<file path="src/pkg/pflag_pkg.sv">
// Package for the peripheral interrupt flag bank: register map, bit positions, reset values.
// Assumes a 32-bit APB slave on a single 250 MHz clock.
package pflag_pkg;
    localparam logic [7:0] PFLAG_ADDR_FLAGS_ONE = 8'h00;
    localparam logic [7:0] PFLAG_ADDR_FLAGS_TWO = 8'h04;
    localparam logic [7:0] PFLAG_ADDR_MASK_ONE = 8'h08;
    localparam logic [7:0] PFLAG_ADDR_MASK_TWO = 8'h0C;
    localparam logic [7:0] PFLAG_ADDR_CAPCOMP_MODE = 8'h10;

    localparam int PFLAG_BIT_PARPORT = 7;
    localparam int PFLAG_BIT_CONV = 6;
    localparam int PFLAG_BIT_RX = 5;
    localparam int PFLAG_BIT_TX = 4;
    localparam int PFLAG_BIT_SYNC = 3;
    localparam int PFLAG_BIT_CC1 = 2;
    localparam int PFLAG_BIT_TIMER_TWO_COUNT = 1;
    localparam int PFLAG_BIT_TIMER_ONE_COUNT = 0;
    localparam int PFLAG_BIT_OSC = 7;
    localparam int PFLAG_BIT_CMP = 6;
    localparam int PFLAG_BIT_BCOL = 3;
    localparam int PFLAG_BIT_VDET = 2;
    localparam int PFLAG_BIT_TMR3 = 1;
    localparam int PFLAG_BIT_CC2 = 0;

    // Software-clearable bits; rx/tx in register one are live status
    localparam logic [7:0] PFLAG_W1C_ONE = 8'hCF;
    localparam logic [7:0] PFLAG_IMPL_TWO = 8'hCF;
    localparam logic [7:0] PFLAG_RESET_FLAGS = 8'h00;
    localparam logic [7:0] PFLAG_RESET_MASK = 8'h00;
    localparam logic [31:0] PFLAG_RDATA_ZERO = 32'h0000_0000;

    typedef enum logic [1:0] {
        PFLAG_MODE_CAPTURE = 2'b00,
        PFLAG_MODE_COMPARE = 2'b01,
        PFLAG_MODE_PWM = 2'b11,
        PFLAG_MODE_OFF = 2'b10
    } pflag_ccmode_t;

    typedef struct packed {
        logic parport_access;
        logic conv_done;
        logic rx_full;
        logic tx_empty;
        logic sync_done;
        logic cc1_capture;
        logic cc1_match;
        logic timer_two_count_match;
        logic timer_one_count_overflow;
        logic osc_fail;
        logic cmp_change;
        logic bus_collision;
        logic volt_detect;
        logic tmr3_overflow;
        logic cc2_capture;
        logic cc2_match;
    } pflag_events_t;

    typedef struct packed {
        logic psel;
        logic penable;
        logic pwrite;
        logic [7:0] paddr;
        logic [31:0] pwdata;
    } pflag_apb_req_t;
endpackage

</file>
<file path="src/rtl/pflag_bank.sv">
// Peripheral interrupt request flag bank with APB register access.
// Assumes event inputs are one-cycle pulses or levels from logic on i_clock;
// oscillator-fail and comparator output arrive asynchronously and are synchronised here.
//
// The implementer's own choices: the APB interface to the registers and the placing of the registers.
`timescale 1ns/1ps

// Summary of operation
// - Two separate eight-bit flag registers
// - Flags set regardless of the mask registers; none set while i_clk_en is low
// - Bit 7 sets on parallel port access
// - Small package: parallel port flag reads zero
// - Bit 6 sets on conversion done
// - Bit 5 shows receive buffer full, read-only
// - Bit 4 shows transmit buffer empty, read-only
// - Bit 3 sets on sync serial done
// - Capture mode: bit 2 sets on capture
// - Compare mode: bit 2 sets on match
// - PWM mode: unit never sets bit 2
// - Bit 1 sets on timer two match
// - Bit 0 sets on timer one overflow
// - Register two: bits 5-4 zero; timer three, capcomp two
module pflag_bank
    import pflag_pkg::*;
#(
    parameter bit SMALL_PACKAGE = 1'b0,
    parameter int ADDR_WIDTH = 8
) (
    input wire logic i_clock,
    input wire logic i_reset_n,
    input wire logic i_clk_en,
    input wire logic i_psel,
    input wire logic i_penable,
    input wire logic i_pwrite,
    input wire logic [ADDR_WIDTH-1:0] i_paddr,
    input wire logic [31:0] i_pwdata,
    input wire logic [3:0] i_pstrb,
    output logic [31:0] o_prdata,
    output logic o_pready,
    output logic o_pslverr,
    input wire pflag_events_t i_events,
    input wire logic i_osc_fail_async,
    input wire logic i_cmp_out_async,
    output logic [7:0] o_flags_one,
    output logic [7:0] o_flags_two,
    output logic o_irq
);
    generate
        if (ADDR_WIDTH != 8)
        begin : g_bad_width
            $error("pflag_bank: ADDR_WIDTH must be 8");
        end
    endgenerate

    pflag_apb_req_t req;
    logic [1:0] async_sync;
    logic cmp_prev_ff;
    logic [7:0] flags_one_ff;
    logic [7:0] flags_two_ff;
    logic [7:0] mask_one_ff;
    logic [7:0] mask_two_ff;
    pflag_ccmode_t cc1_mode_ff;
    pflag_ccmode_t cc2_mode_ff;
    logic [31:0] prdata_ff;
    logic pready_ff;
    logic pslverr_ff;
    logic irq_ff;
    logic [7:0] nxt_flags_one;
    logic [7:0] nxt_flags_two;
    logic [7:0] nxt_mask_one;
    logic [7:0] nxt_mask_two;
    pflag_ccmode_t nxt_cc1_mode;
    pflag_ccmode_t nxt_cc2_mode;
    logic [31:0] nxt_prdata;
    logic nxt_pready;
    logic nxt_pslverr;
    logic nxt_irq;
    logic [7:0] set_one;
    logic [7:0] set_two;
    logic [7:0] clr_one;
    logic [7:0] clr_two;
    logic wr_access;
    logic rd_access;
    logic addr_hit;
    logic cmp_edge;

    assign req = '{psel: i_psel, penable: i_penable, pwrite: i_pwrite, paddr: i_paddr, pwdata: i_pwdata};

    pflag_sync #(
        .WIDTH(2)
    ) u_sync (
        .i_clock(i_clock),
        .i_reset_n(i_reset_n),
        .i_enable(i_clk_en),
        .i_async({i_osc_fail_async, i_cmp_out_async}),
        .o_sync(async_sync)
    );

    // Comparator change caught on any edge of the synchronised output
    assign cmp_edge = async_sync[0] ^ cmp_prev_ff;

    // Access phase takes two cycles; pready rises the cycle after the first penable cycle
    assign wr_access = req.psel && req.penable && req.pwrite && !pready_ff;
    assign rd_access = req.psel && req.penable && !req.pwrite && !pready_ff;
    assign addr_hit = (req.paddr == PFLAG_ADDR_FLAGS_ONE) || (req.paddr == PFLAG_ADDR_FLAGS_TWO)
        || (req.paddr == PFLAG_ADDR_MASK_ONE) || (req.paddr == PFLAG_ADDR_MASK_TWO)
        || (req.paddr == PFLAG_ADDR_CAPCOMP_MODE);

    always_comb
    begin
        set_one = '0;
        set_two = '0;
        set_one[PFLAG_BIT_PARPORT] = i_events.parport_access && !SMALL_PACKAGE;
        set_one[PFLAG_BIT_CONV] = i_events.conv_done;
        set_one[PFLAG_BIT_SYNC] = i_events.sync_done;
        case (cc1_mode_ff)
            PFLAG_MODE_CAPTURE: set_one[PFLAG_BIT_CC1] = i_events.cc1_capture;
            PFLAG_MODE_COMPARE: set_one[PFLAG_BIT_CC1] = i_events.cc1_match;
            default: set_one[PFLAG_BIT_CC1] = 1'b0;
        endcase
        set_one[PFLAG_BIT_TIMER_TWO_COUNT] = i_events.timer_two_count_match;
        set_one[PFLAG_BIT_TIMER_ONE_COUNT] = i_events.timer_one_count_overflow;
        set_two[PFLAG_BIT_OSC] = async_sync[1];
        set_two[PFLAG_BIT_CMP] = cmp_edge;
        set_two[PFLAG_BIT_BCOL] = i_events.bus_collision;
        set_two[PFLAG_BIT_VDET] = i_events.volt_detect;
        set_two[PFLAG_BIT_TMR3] = i_events.tmr3_overflow;
        case (cc2_mode_ff)
            PFLAG_MODE_CAPTURE: set_two[PFLAG_BIT_CC2] = i_events.cc2_capture;
            PFLAG_MODE_COMPARE: set_two[PFLAG_BIT_CC2] = i_events.cc2_match;
            default: set_two[PFLAG_BIT_CC2] = 1'b0;
        endcase
    end

    always_comb
    begin
        clr_one = '0;
        clr_two = '0;
        nxt_mask_one = mask_one_ff;
        nxt_mask_two = mask_two_ff;
        nxt_cc1_mode = cc1_mode_ff;
        nxt_cc2_mode = cc2_mode_ff;
        nxt_pready = 1'b0;
        nxt_pslverr = 1'b0;
        nxt_prdata = PFLAG_RDATA_ZERO;
        if (req.psel && req.penable && !pready_ff)
        begin
            nxt_pready = 1'b1;
            nxt_pslverr = !addr_hit;
        end
        if (wr_access && i_pstrb[0])
        begin
            case (req.paddr)
                PFLAG_ADDR_FLAGS_ONE: clr_one = req.pwdata[7:0] & PFLAG_W1C_ONE;
                PFLAG_ADDR_FLAGS_TWO: clr_two = req.pwdata[7:0];
                PFLAG_ADDR_MASK_ONE: nxt_mask_one = req.pwdata[7:0];
                PFLAG_ADDR_MASK_TWO: nxt_mask_two = req.pwdata[7:0];
                PFLAG_ADDR_CAPCOMP_MODE:
                begin
                    nxt_cc1_mode = pflag_ccmode_t'(req.pwdata[1:0]);
                    nxt_cc2_mode = pflag_ccmode_t'(req.pwdata[3:2]);
                end
                default: clr_one = '0;
            endcase
        end
        if (rd_access)
        begin
            case (req.paddr)
                PFLAG_ADDR_FLAGS_ONE: nxt_prdata = {24'h00_0000, flags_one_ff};
                PFLAG_ADDR_FLAGS_TWO: nxt_prdata = {24'h00_0000, flags_two_ff};
                PFLAG_ADDR_MASK_ONE: nxt_prdata = {24'h00_0000, mask_one_ff};
                PFLAG_ADDR_MASK_TWO: nxt_prdata = {24'h00_0000, mask_two_ff};
                PFLAG_ADDR_CAPCOMP_MODE: nxt_prdata = {28'h000_0000, cc2_mode_ff, cc1_mode_ff};
                default: nxt_prdata = PFLAG_RDATA_ZERO;
            endcase
        end
    end

    always_comb
    begin
        nxt_flags_one = (flags_one_ff & ~clr_one) | set_one;
        nxt_flags_two = ((flags_two_ff & ~clr_two) | set_two) & PFLAG_IMPL_TWO;
        nxt_flags_one[PFLAG_BIT_RX] = i_events.rx_full;
        nxt_flags_one[PFLAG_BIT_TX] = i_events.tx_empty;
        if (SMALL_PACKAGE)
        begin
            nxt_flags_one[PFLAG_BIT_PARPORT] = 1'b0;
        end
        nxt_irq = |(nxt_flags_one & mask_one_ff) || |(nxt_flags_two & mask_two_ff);
    end

    always_ff @(posedge i_clock)
    begin
        if (!i_reset_n)
        begin
            flags_one_ff <= PFLAG_RESET_FLAGS;
            flags_two_ff <= PFLAG_RESET_FLAGS;
            mask_one_ff <= PFLAG_RESET_MASK;
            mask_two_ff <= PFLAG_RESET_MASK;
            cc1_mode_ff <= PFLAG_MODE_CAPTURE;
            cc2_mode_ff <= PFLAG_MODE_CAPTURE;
            cmp_prev_ff <= 1'b0;
            prdata_ff <= PFLAG_RDATA_ZERO;
            pready_ff <= 1'b0;
            pslverr_ff <= 1'b0;
            irq_ff <= 1'b0;
        end
        else if (i_clk_en)
        begin
            flags_one_ff <= nxt_flags_one;
            flags_two_ff <= nxt_flags_two;
            mask_one_ff <= nxt_mask_one;
            mask_two_ff <= nxt_mask_two;
            cc1_mode_ff <= nxt_cc1_mode;
            cc2_mode_ff <= nxt_cc2_mode;
            cmp_prev_ff <= async_sync[0];
            prdata_ff <= nxt_prdata;
            pready_ff <= nxt_pready;
            pslverr_ff <= nxt_pslverr;
            irq_ff <= nxt_irq;
        end
    end

    assign o_prdata = prdata_ff;
    assign o_pready = pready_ff;
    assign o_pslverr = pslverr_ff;
    assign o_flags_one = flags_one_ff;
    assign o_flags_two = flags_two_ff;
    assign o_irq = irq_ff;

    // Checks
    a_conv_sets: assert property (@(posedge i_clock) disable iff (!i_reset_n)
        (i_clk_en && i_events.conv_done) |=> flags_one_ff[PFLAG_BIT_CONV])
        else $error("conversion flag not set");
    a_set_beats_clear: assert property (@(posedge i_clock) disable iff (!i_reset_n)
        (i_clk_en && i_events.timer_one_count_overflow && wr_access && req.paddr == PFLAG_ADDR_FLAGS_ONE)
        |=> flags_one_ff[PFLAG_BIT_TIMER_ONE_COUNT])
        else $error("event lost on clear");
    a_flag_sticky: assert property (@(posedge i_clock) disable iff (!i_reset_n)
        (i_clk_en && flags_one_ff[PFLAG_BIT_SYNC] && !(wr_access && i_pstrb[0]))
        |=> flags_one_ff[PFLAG_BIT_SYNC])
        else $error("sticky flag dropped");
    a_rx_live: assert property (@(posedge i_clock) disable iff (!i_reset_n)
        i_clk_en |=> flags_one_ff[PFLAG_BIT_RX] == $past(i_events.rx_full))
        else $error("rx flag not tracking");
    a_tx_live: assert property (@(posedge i_clock) disable iff (!i_reset_n)
        i_clk_en |=> flags_one_ff[PFLAG_BIT_TX] == $past(i_events.tx_empty))
        else $error("tx flag not tracking");
    a_pwm_quiet: assert property (@(posedge i_clock) disable iff (!i_reset_n)
        (i_clk_en && cc1_mode_ff == PFLAG_MODE_PWM && !flags_one_ff[PFLAG_BIT_CC1])
        |=> !flags_one_ff[PFLAG_BIT_CC1])
        else $error("pwm mode set capcomp flag");
    a_unimpl_zero: assert property (@(posedge i_clock) disable iff (!i_reset_n)
        flags_two_ff[5:4] == 2'b00)
        else $error("unimplemented bits set");
    a_osc_latch: assert property (@(posedge i_clock) disable iff (!i_reset_n)
        (i_clk_en && async_sync[1]) |=> flags_two_ff[PFLAG_BIT_OSC])
        else $error("oscillator fail not latched");
    a_small_pkg: assert property (@(posedge i_clock) disable iff (!i_reset_n)
        SMALL_PACKAGE |-> !flags_one_ff[PFLAG_BIT_PARPORT])
        else $error("parallel flag on small package");
    a_apb_ready: assert property (@(posedge i_clock) disable iff (!i_reset_n)
        (i_clk_en && req.psel && req.penable && !pready_ff) |=> pready_ff)
        else $error("pready late");
    a_parport_sets: assert property (@(posedge i_clock) disable iff (!i_reset_n)
        (i_clk_en && i_events.parport_access && !SMALL_PACKAGE) |=> flags_one_ff[PFLAG_BIT_PARPORT])
        else $error("parallel port flag not set");
    a_capture_sets: assert property (@(posedge i_clock) disable iff (!i_reset_n)
        (i_clk_en && cc1_mode_ff == PFLAG_MODE_CAPTURE && i_events.cc1_capture) |=> flags_one_ff[PFLAG_BIT_CC1])
        else $error("capture flag not set");
    a_compare_sets: assert property (@(posedge i_clock) disable iff (!i_reset_n)
        (i_clk_en && cc1_mode_ff == PFLAG_MODE_COMPARE && i_events.cc1_match) |=> flags_one_ff[PFLAG_BIT_CC1])
        else $error("compare flag not set");
    a_period_sets: assert property (@(posedge i_clock) disable iff (!i_reset_n)
        (i_clk_en && i_events.timer_two_count_match) |=> flags_one_ff[PFLAG_BIT_TIMER_TWO_COUNT])
        else $error("period match flag not set");
    a_overflow_sets: assert property (@(posedge i_clock) disable iff (!i_reset_n)
        (i_clk_en && i_events.timer_one_count_overflow) |=> flags_one_ff[PFLAG_BIT_TIMER_ONE_COUNT])
        else $error("overflow flag not set");
    a_timer_three: assert property (@(posedge i_clock) disable iff (!i_reset_n)
        (i_clk_en && i_events.tmr3_overflow) |=> flags_two_ff[PFLAG_BIT_TMR3])
        else $error("timer three flag not set");
    // Low enable must freeze both flag registers
    a_frozen_hold: assert property (@(posedge i_clock) disable iff (!i_reset_n)
        (!i_clk_en && i_reset_n) |=> ($stable(flags_one_ff) && $stable(flags_two_ff)))
        else $error("flags moved while frozen");
endmodule

</file>
<file path="src/rtl/pflag_sync.sv">
// Two-stage synchroniser for a vector of asynchronous levels.
// Assumes inputs are levels that are stable for several clocks.
`timescale 1ns/1ps
module pflag_sync #(
    parameter int WIDTH = 1
) (
    input wire logic i_clock,
    input wire logic i_reset_n,
    input wire logic i_enable,
    input wire logic [WIDTH-1:0] i_async,
    output logic [WIDTH-1:0] o_sync
);
    logic [WIDTH-1:0] stage_ff;
    logic [WIDTH-1:0] sync_ff;

    always_ff @(posedge i_clock)
    begin
        if (!i_reset_n)
        begin
            stage_ff <= '0;
            sync_ff <= '0;
        end
        else if (i_enable)
        begin
            stage_ff <= i_async;
            sync_ff <= stage_ff;
        end
    end

    assign o_sync = sync_ff;
endmodule

</file>
<file path="config.mk">
export PLATFORM = sky130hd
export DESIGN_NAME = pflag_bank
export DESIGN_NICKNAME = d
export VERILOG_FILES = /design/src/pkg/pflag_pkg.sv /design/src/rtl/pflag_bank.sv /design/src/rtl/pflag_sync.sv
export SDC_FILE = /design/constraint.sdc
export NUM_CORES = 1
export LEC_CHECK = 0
export ABC_CLOCK_PERIOD_IN_PS = 1600
export BUFFER_PORTS_ARGS = -buffer_cell sky130_fd_sc_hd__buf_2
export CAP_MARGIN = 5
export CORE_ASPECT_RATIO = 0.75
export CORE_MARGIN = 5
export CORE_UTILIZATION = 43
export CTS_CLUSTER_DIAMETER = 100
export CTS_CLUSTER_SIZE = 25
export DETAILED_ROUTE_END_ITERATION = 12
export GPL_ROUTABILITY_DRIVEN = 0
export PLACE_DENSITY = 0.76
export SYNTH_ARGS = -nofsm -noshare
export SYNTH_HDL_FRONTEND = slang
export SYNTH_HIERARCHICAL = 1
export SYNTH_SLANG_ARGS = --single-unit
</file>
<file path="constraint.sdc">
create_clock -name i_clock -period 1.6 [get_ports i_clock]
set_input_delay 0 -clock i_clock [delete_from_list [all_inputs] [get_ports i_clock]]
set_output_delay 0 -clock i_clock [all_outputs]
set_load 0.01 [all_outputs]
</file>
# == After elaboration in Yosys (flattened, before gate mapping) ==
# Cells that the tools add are included.
# classes
eq_ne,6
bitwise,9
reduce_logical,23
mux,10
# op_table
op,count
two-way mux 8 bit,5
one-hot mux 8 bit (5 select lines),1
bitwise AND 8 bit,4
"== test 8 x 4 -> 1 bit, second input constant",2
inverter 8 bit,2
bitwise OR 8 bit,2
OR reduction 8 bit,2
AND reduction 3 bit,3
"== test 8 x 3 -> 1 bit, second input constant",1
"== test 8 x 5 -> 1 bit, second input constant",1
logical NOT 8 bit,1
logical AND 1 bit,7
logical OR 1 bit,5
"== test 2 x 1 -> 1 bit, second input constant",2
logical NOT 2 bit,2
one-hot mux 1 bit (2 select lines),2
logical NOT 1 bit,3
two-way mux 1 bit,2
XOR 1 bit,1
# word_totals
in_bits,68
word_cells,61
out_inout_bits,51
reg_bits,74

# == Longest topological paths before layout ==
# Gate-level depths: netlist (run 1).
# depth
ltp_word,11
depth_mapped,8
ltp_nobuf,6

# == Cells and area by module ==
# The synthesis (run 1) kept the hierarchy.
# by_module_without_submodules
module,area_per_inst_um2,cells_each,n_inst
pflag_bank,2592.5,288,1
pflag_sync,156.4,13,1

# == Least setup slack after synthesis (run 1) ==
# Ideal clock, no wire load.
# synth_timing
path_kind,reg2reg
startpoint,"register pready_ff, in the netlist o_pready"
endpoint,"register irq_ff, in the netlist o_irq"
t_arrival_ps,1537
path_slack_ps,-69
path_stages_with_launch,9
path_cell_list,dfxtp_1 -> and3b_1 -> buf_2 -> and4_1 -> buf_4 -> and3b_1 -> o22ai_1 -> nor4b_1 -> a31oi_1
# synth_between
elab_chain_cells,10
# synth_rtl
item,line_no,text
start: declaration,pflag_bank.sv:65,logic pready_ff;
start signal: assignment,pflag_bank.sv:218,pready_ff <= nxt_pready;
logical NOT 1 bit *,pflag_bank.sv:103,assign wr_access = req.psel && req.penable && req.pwrite && !pready_ff;
logical AND 1 bit *,pflag_bank.sv:103,
logical AND 1 bit *,pflag_bank.sv:151,if (wr_access && i_pstrb[0])
two-way mux 8 bit,pflag_bank.sv:151,
"inverter 8 bit, on equally long branches","pflag_bank.sv:181, pflag_bank.sv:182",
"bitwise AND 8 bit, on equally long branches","pflag_bank.sv:181, pflag_bank.sv:182",
"bitwise OR 8 bit, on equally long branches","pflag_bank.sv:181, pflag_bank.sv:182",
bitwise AND 8 bit,pflag_bank.sv:189,nxt_irq = |(nxt_flags_one & mask_one_ff) || |(nxt_flags_two & mask_two_ff);
OR reduction 8 bit,pflag_bank.sv:189,
logical OR 1 bit *,pflag_bank.sv:189,
end signal: assignment,pflag_bank.sv:220,irq_ff <= nxt_irq;
end: declaration,pflag_bank.sv:67,logic irq_ff;
# Every way passes the cells marked *; elsewhere a longest branch is shown, timed or not.
# A chain may end at the register's enable or synchronous reset.

# == Final worst setup path (run 1) ==
# layout_timing
startpoint,"register pready_ff, in the netlist o_pready"
endpoint,register mask_one_ff[7]
# layout_between
elab_chain_cells,4
# layout_rtl
item,line_no,text
logical NOT 1 bit,pflag_bank.sv:103,
logical AND 1 bit,pflag_bank.sv:103,
logical AND 1 bit,pflag_bank.sv:151,
AND reduction 3 bit (no source line),--,
end signal: assignment,pflag_bank.sv:212,mask_one_ff <= nxt_mask_one;
end: declaration,pflag_bank.sv:60,logic [7:0] mask_one_ff;
# Every way passes these cells.

==> results of run 1 <==
## kinds of logic (layout without fill, tap and decap cells)
| logic type | after synthesis | after routing | share of synthesized area |
|---|---|---|---|
| mux | 30 | 30 | 0.137 |
| compound gates | 66 | 66 | 0.167 |
| xor+xnor | 1 | 1 | 0.00319 |
| buf+inv | 53 | 111 | 0.118 |
| flops | 50 | 50 | 0.364 |
| other cells | 1 | 26 | 0.00136 |
| simple gates | 100 | 100 | 0.209 |
## report_power, final
group	switching, W	internal, W	leakage [nW]
Clock	0.000420	0.000467	0.0514
Combinational	0.000187	0.000162	1.07
Sequential	0.0000284	0.00127	0.407
## worst register-to-register path: stages, from the launching register on
cell,delay (ns)
dfxtp_2,0.33
and3b_2,0.28
and3_1,0.20
and3_4,0.22
nand3b_1,0.17
buf_6,0.20
mux2i_1,0.15
nor2b_1,0.06
## final cells by class
cell class / count / area share
Clock buffer: 6 / 0.0214
Clock inverter: 2 / 0.0111
Inverter: 9 / 0.00996
Multi-Input combinational cell: 223 / 0.457
Sequential cell: 50 / 0.295
Tap cell: 81 / 0.0299
Timing Repair Buffer: 94 / 0.175
## metal layers
metal,up-vias,GRT usage
li1,1167,-
met1,1167,0.249
met2,102,0.283
met3,8,0.0395
met4,0,0.0590
met5,-,0
## layout by cell type (no fill, tap or decap), types with 2 or more instances in the layout
cell type and count:
nor3_1 2, a21boi_0 8, dlygate4sd3_1 9, and2_1 7, a22oi_2 2, clkbuf_8 5
o2bb2ai_1 5, nor2_1 10, nand3_1 4, o21a_1 6, mux4_2 6, a22oi_1 11
a21boi_1 5, o21ai_0 14, conb_1 26, inv_1 9, nand3b_1 3, buf_4 18
and3_1 4, mux2i_1 24, dfxtp_1 49, a31oi_1 9, buf_6 3, nand2_1 24
nor2b_1 29, nand2b_1 2, buf_2 63
## flip-flops by register name, indices dropped and copies added, names as in the netlist
signal	flops
cc1_mode_ff	2
cc2_mode_ff	2
cmp_prev_ff	1
mask_one_ff	8
mask_two_ff	8
o_flags_one	8
o_flags_two	6
o_irq	1
o_prdata	8
o_pready	1
o_pslverr	1
u_sync/o_sync	2
u_sync/stage_ff	2
## worst paths after layout
check	startpoint	endpoint	slack (ns)	cells past startpoint
worst max register to register	o_pready	mask_one_ff[7]	-0.1	7
worst min register to register	mask_two_ff[3]	mask_two_ff[3]	0.47	2
worst max-delay path	o_pready	mask_one_ff[7]	-0.1	7
worst min-delay path	i_pwdata[7]	mask_two_ff[7]	-0.0007	3
## timing repair
item	CTS	global route
hold buffers	9	0
endpoints found under the hold margin	11	0
pin swaps	1	1
resized for setup	10	6
endpoints found under the setup margin	23	30
setup buffers	1	0
cloned	0	0
## stage by stage
step                worst slack, ns  setup TNS, ns  cells
global route                 -0.175          -3.10    465
global placement            -0.0723         -0.597    447
CTS                         -0.0637         -0.595    465
finish                      -0.0989          -1.16    465
floorplan                  -0.00427       -0.00427    326
detailed placement           -0.154          -1.83    447
==> summary.md, run 1 <==
| Metric | Value |
|---|---|
| Placement Rows | 25 |
| GR Overflow Total | 0 |
| Latest clock arrival within the worst-skew pair | 0.30 ns |
| Largest net degree at the start of global routing | 30 |
| Post-DRT Antenna Nets | 0 |
| Leak pwr | 1.53 nW |
| Final worst setup slack | -0.0989 ns |
| Minimum clock period | about 1.7 ns |
| Drt pass-1 iters | 4 |
| CP Max Fanout | 5 |
| Final std cell area, no fill | between 0.003 and 0.004 mm2 |
| Overall power | approximately 0.0025 W |
| Wire per inst | around 16 um |
| Clk root buf | clkbuf_8 |
| Worst-path clk slew | about 0.09 ns |
| Area growth syn-to-layout | 23.4% |
| Drt via density | about 5.3 |
| Smallest hold slack | -0.000732 ns |
| WP data required | between 1.5 and 2 ns |
| Core area | about 0.0063 mm2 |
| RSZ-0062 raised after global routing | yes |
| DR top layer | met4 |
| F_max | about 590 MHz |
| Maxcap violations | 0 |
| Mapped Area | around 0.0027 mm2 |
| Initial core utilization | 0.439 |
| Final period util | 1.06 |
| Clk buf depth | 2 |
| Status | complete, but fails checks |
| Cell variety after synth | a little over 40 |
| Post-synth top cells | dfxtp_1 (50), buf_4 (31), nor2b_1 (29) |
| Top cell type's share of synthesized area | 0.364 |
| Largest area contributor in the netlist | dfxtp_1 |
| TritonCTS Buffers | 5 |
| Area after DPL | ~0.0031 mm2 |
| Iteration-0 DRC count of the detailed router | ~140 |
| Final Setup Violations | 18 |
| Die span in x | between 100 and 150 um |
| Chip Height | roughly 80 um |
| CP cell instances | and3b_2, and3_1, and3_4, nand3b_1, buf_6, mux2i_1, nor2b_1 |
| DRT Wirelength | roughly 7300 um |
| Cell family with most CP delay | simple AND/OR/NAND/NOR gates |
| Total GRT Usage | 0.182 |
| Power per cell area | approximately 750 mW/mm2 |
| Ports | between 100 and 150 |
| # diodes | 0 |
| Syn_area_per_cell | 9.13 um2 |
| Final Util | 0.542 |
| Share of cells above drive strength 1 | 0.286 |
| Met3 WL | between 500 and 600 um |
| CP peak stage delay | between 0.3 and 0.4 ns |
| Vias in the first global route | around 2400 |
| Area of the multi-input gates | between 0.0015 and 0.002 mm2 |
| Die ar. | ~0.008 mm2 |
| Peak supply drop | around 0.00041 V |
| Final Hold Fails | 1 |
| Routed met1 length | roughly 3300 um |
| Synth area leaders | dfxtp_1 (36%), mux2i_1 (8.7%), buf_4 (8.5%) |
| Vias post-DR | 2444 |
| Post-Syn Instances | 301 |
| Initial antenna violation count | 0 |
| Sequential area share after synthesis | 0.364 |
| Metal2 WL | 3300 um |
| Clock Sinks | 50 |
| CTS tree | built |
| Register Area | approximately 0.0010 mm2 |
| Fraction of registers with async set/reset | 0 |
| Worst EP arrival | 1.90 ns |
| Setup Crit Path Kind | flop to flop |
| Fillcell total | between 500 and 600 |
| IO Port Bufs | 63 |
| Failing checks | hold timing, setup timing |
| Final net count | ~450 |
| Number of synthesized flops with an enable pin | 0 |
| Critical-path top delay cell | dfxtp_2 |
| First-pass GRT wire length | roughly 12000 um |
| Buf/Inv on CP | 1 |
| Post-DP HPWL | approximately 5500 um |
| Count leader, synth | dfxtp_1 |
| CP startpoint kind | flop |
| Top_reg_cell synth | dfxtp_1 |
| Hold crit path type | primary input to flop |
| #FFs+latches synth | 50 |
| Max H-tree Level | 2 |
| CP Capture Type | flop |
| Slew Limit Fails | 0 |
| DR DRC count | 0 |
| Post-Route Skew | around 0.0052 ns |
| Syn. warnings | 6 |
No activity file was read; power rests on OpenSTA's default activity.
==> run 2: changes to the inputs <==
BUFFER_PORTS_ARGS = -buffer_cell sky130_fd_sc_hd__clkbuf_2   (was -buffer_cell sky130_fd_sc_hd__buf_2)
==> summary.md, run 2 (synthesis gave the netlist of run 1 again) <==
| Metric | Value |
|---|---|
| Share of cells above drive strength 1 | 0.313 (was 0.286) |
| Clk root buf | clkbuf_8 (unchanged) |
| Iteration-0 DRC count of the detailed router | 135 (was 136) |
| Initial antenna violation count | 0 (unchanged) |
| Latest clock arrival within the worst-skew pair | 0.31 ns (was 0.30 ns) |
| Cell Count, Final, Fillers Out | 467 (was 465) |
| DRT Wirelength | 7480 um (was 7280 um) |
| Post-DP HPWL | 5540 um (was 5520 um) |
| Die span in x | 102 um (unchanged) |
| CP peak stage delay | 0.33 ns (about the same) |
| Most common cell after layout, fill and taps aside | clkbuf_2 (was buf_2) |
| Post-Route Skew | 0.0107 ns (was 0.00516 ns) |
| Post-Place Cells | 447 (unchanged) |
| First-pass GRT wire length | 11800 um (was 11700 um) |
| Worst-path clk slew | 0.10 ns (was 0.09 ns) |
| Setup Crit Path Kind | flop to flop (unchanged) |
| Final Hold Fails | 0 (was 1) |
| Drt via density | 5.32 (was 5.26) |
| Initial core utilization | 0.439 (unchanged) |
| Final Util | 0.548 (was 0.542) |
| F_max | 597 MHz (was 589 MHz) |
| Slew @ Worst Pin | roughly 0.55 ns |
| Drt pass-1 iters | 4 (unchanged) |
| Placement Rows | 25 (unchanged) |
| Critical-path top delay cell | dfxtp_2 (unchanged) |
| Wire per inst | 16.0 um (was 15.6 um) |
| Setup WS pre-CTS | -0.122 ns (was -0.154 ns) |
| Largest net degree at the start of global routing | 32 (was 30) |
| Fin Setup TNS | -0.622 ns (was -1.16 ns) |
| TritonCTS Buffers | 5 (unchanged) |
| Total GRT Usage | 0.184 (was 0.182) |
| Slew Limit Fails | 0 (unchanged) |
| CP Capture Type | flop (unchanged) |
| Maxcap violations | 0 (unchanged) |
| Ports | 119 (unchanged) |
| Chip Height | 79.2 um (unchanged) |
| Die ar. | 0.00811 mm2 (unchanged) |
| Power per cell area | 748 mW/mm2 (about the same) |
| Status | complete, but fails checks (unchanged) |
| IO Port Bufs | 63 (unchanged) |
| Final period util | 1.05 (was 1.06) |
| Most frequent cells in the layout | clkbuf_2 (63), dfxtp_1 (49), nor2b_1 (29) (was buf_2 (63), dfxtp_1 (49), nor2b_1 (29)) |
| Leak pwr | 1.53 nW (about the same) |
| CTS tree | built (unchanged) |
| WP data required | 1.80 ns (about the same) |
| Clock Sinks | 50 (unchanged) |
| Smallest hold slack | 0.0166 ns (was -0.000732 ns) |
| Worst EP arrival | 1.88 ns (was 1.90 ns) |
| Final Setup Violations | 14 (was 18) |
| Failing checks | setup timing (was hold timing, setup timing) |
| Final net count | 453 (was 451) |
| RSZ-0062 raised after global routing | yes (unchanged) |
| Peak supply drop | 0.000431 V (was 0.000409 V) |
| Cell mode on critical path | buf_4 |
| Post-DRT Antenna Nets | 0 (unchanged) |
| Clk buf depth | 2 (unchanged) |
| Final worst setup slack | -0.0743 ns (was -0.0989 ns) |
| # diodes | 0 (unchanged) |
| DR DRC count | 0 (unchanged) |
| CP startpoint kind | flop (unchanged) |
| Minimum clock period | 1.67 ns (was 1.70 ns) |
| Hold crit path type | primary input to flop (unchanged) |
| CP cell instances | and3b_2, and4_1, buf_4, and2_1, buf_4, a21boi_0, o21a_1 (was and3b_2, and3_1, and3_4, nand3b_1, buf_6, mux2i_1, nor2b_1) |
| Rel. slew slack | 0.631 |
| Core area | 0.00626 mm2 (unchanged) |
| Vias in the first global route | 2342 (was 2413) |
| GR Overflow Total | 0 (unchanged) |
| CP Max Fanout | 5 (unchanged) |
| Vias post-DR | 2484 (was 2444) |
| Max H-tree Level | 2 (unchanged) |
| Area growth syn-to-layout | 24.8% (was 23.4%) |
==> run 2: changes by cell type in the layout (fill, tap and decap cells not counted), moves of 2 or more <==
cell / previous run / this run
buf_2: 63 / 0
clkbuf_2: 0 / 63
nand2_1: 24 / 18
nand2_2: 1 / 7
a21boi_0: 8 / 5
and3_1: 4 / 1
a21boi_2: 0 / 2
and3_4: 1 / 3
buf_4: 18 / 20
==> run 2: routing by layer <==
metal  vias to the layer above  global-route usage  share of wire
li1                       1174                   -              -
met2                       111               0.271           0.44
met1                      1183               0.270           0.45
met4                         0              0.0524          0.013
met5                         -                   0              0
met3                        16              0.0386          0.093
==> run 2: critical path: cells and delay by family, from the launching register on <==
| kind | cells | cell delay (ns) |
|---|---|---|
| buffers and inverters | 2 | 0.30 |
| flip-flops | 1 | 0.33 |
| AO/OA/AOI/OAI | 2 | 0.25 |
| AND/OR/NAND/NOR | 3 | 0.70 |
==> run 2: layout make-up <==
| type | instances | area (um2) |
|---|---|---|
| clock inverters | 2 | 37.5 |
| inverters | 9 | 33.8 |
| fillers | 592 | 2830 |
| well taps | 81 | 101 |
| flip-flops and latches | 50 | 1000 |
| clock buffers | 6 | 72.6 |
| multi-input cells | 223 | 1580 |
| repair buffers | 96 | 603 |
==> run 2: stage by stage <==
step           power [W]  area [um2]
6_report         0.00257        3430
5_1_grt          0.00269        3430
4_1_cts          0.00257        3360
3_5_place_dp     0.00165        3130
3_3_place_gp     0.00165        3130
2_1_floorplan    0.00155        2850
==> run 2: where the power goes <==
| group | switching (W) | total, W | internal [W] |
|---|---|---|---|
| combinational | 0.000193 | 0.000355 | 0.000162 |
| sequential | 0.0000289 | 0.00130 | 0.00127 |
| clock | 0.000442 | 0.000909 | 0.000467 |
==> run 2: timing repair <==
item / in CTS / in global routing
hold buffers: 8 / 2
hold endpoints to repair: 10 / 2
gates resized for setup: 8 / 22
buffers inserted: 2 / 0
endpoints found under the setup margin: 23 / 28
pin swaps: 2 / 15
==> run 2: worst paths after layout <==
check	from	to	slack, ns	cells past startpoint
max	o_pready	o_flags_one[0]	-0.07	7
min	i_events[2]	o_flags_two[1]	0.02	3
max reg2reg	o_pready	o_flags_one[0]	-0.07	7
min reg2reg	mask_two_ff[1]	mask_two_ff[1]	0.48	2
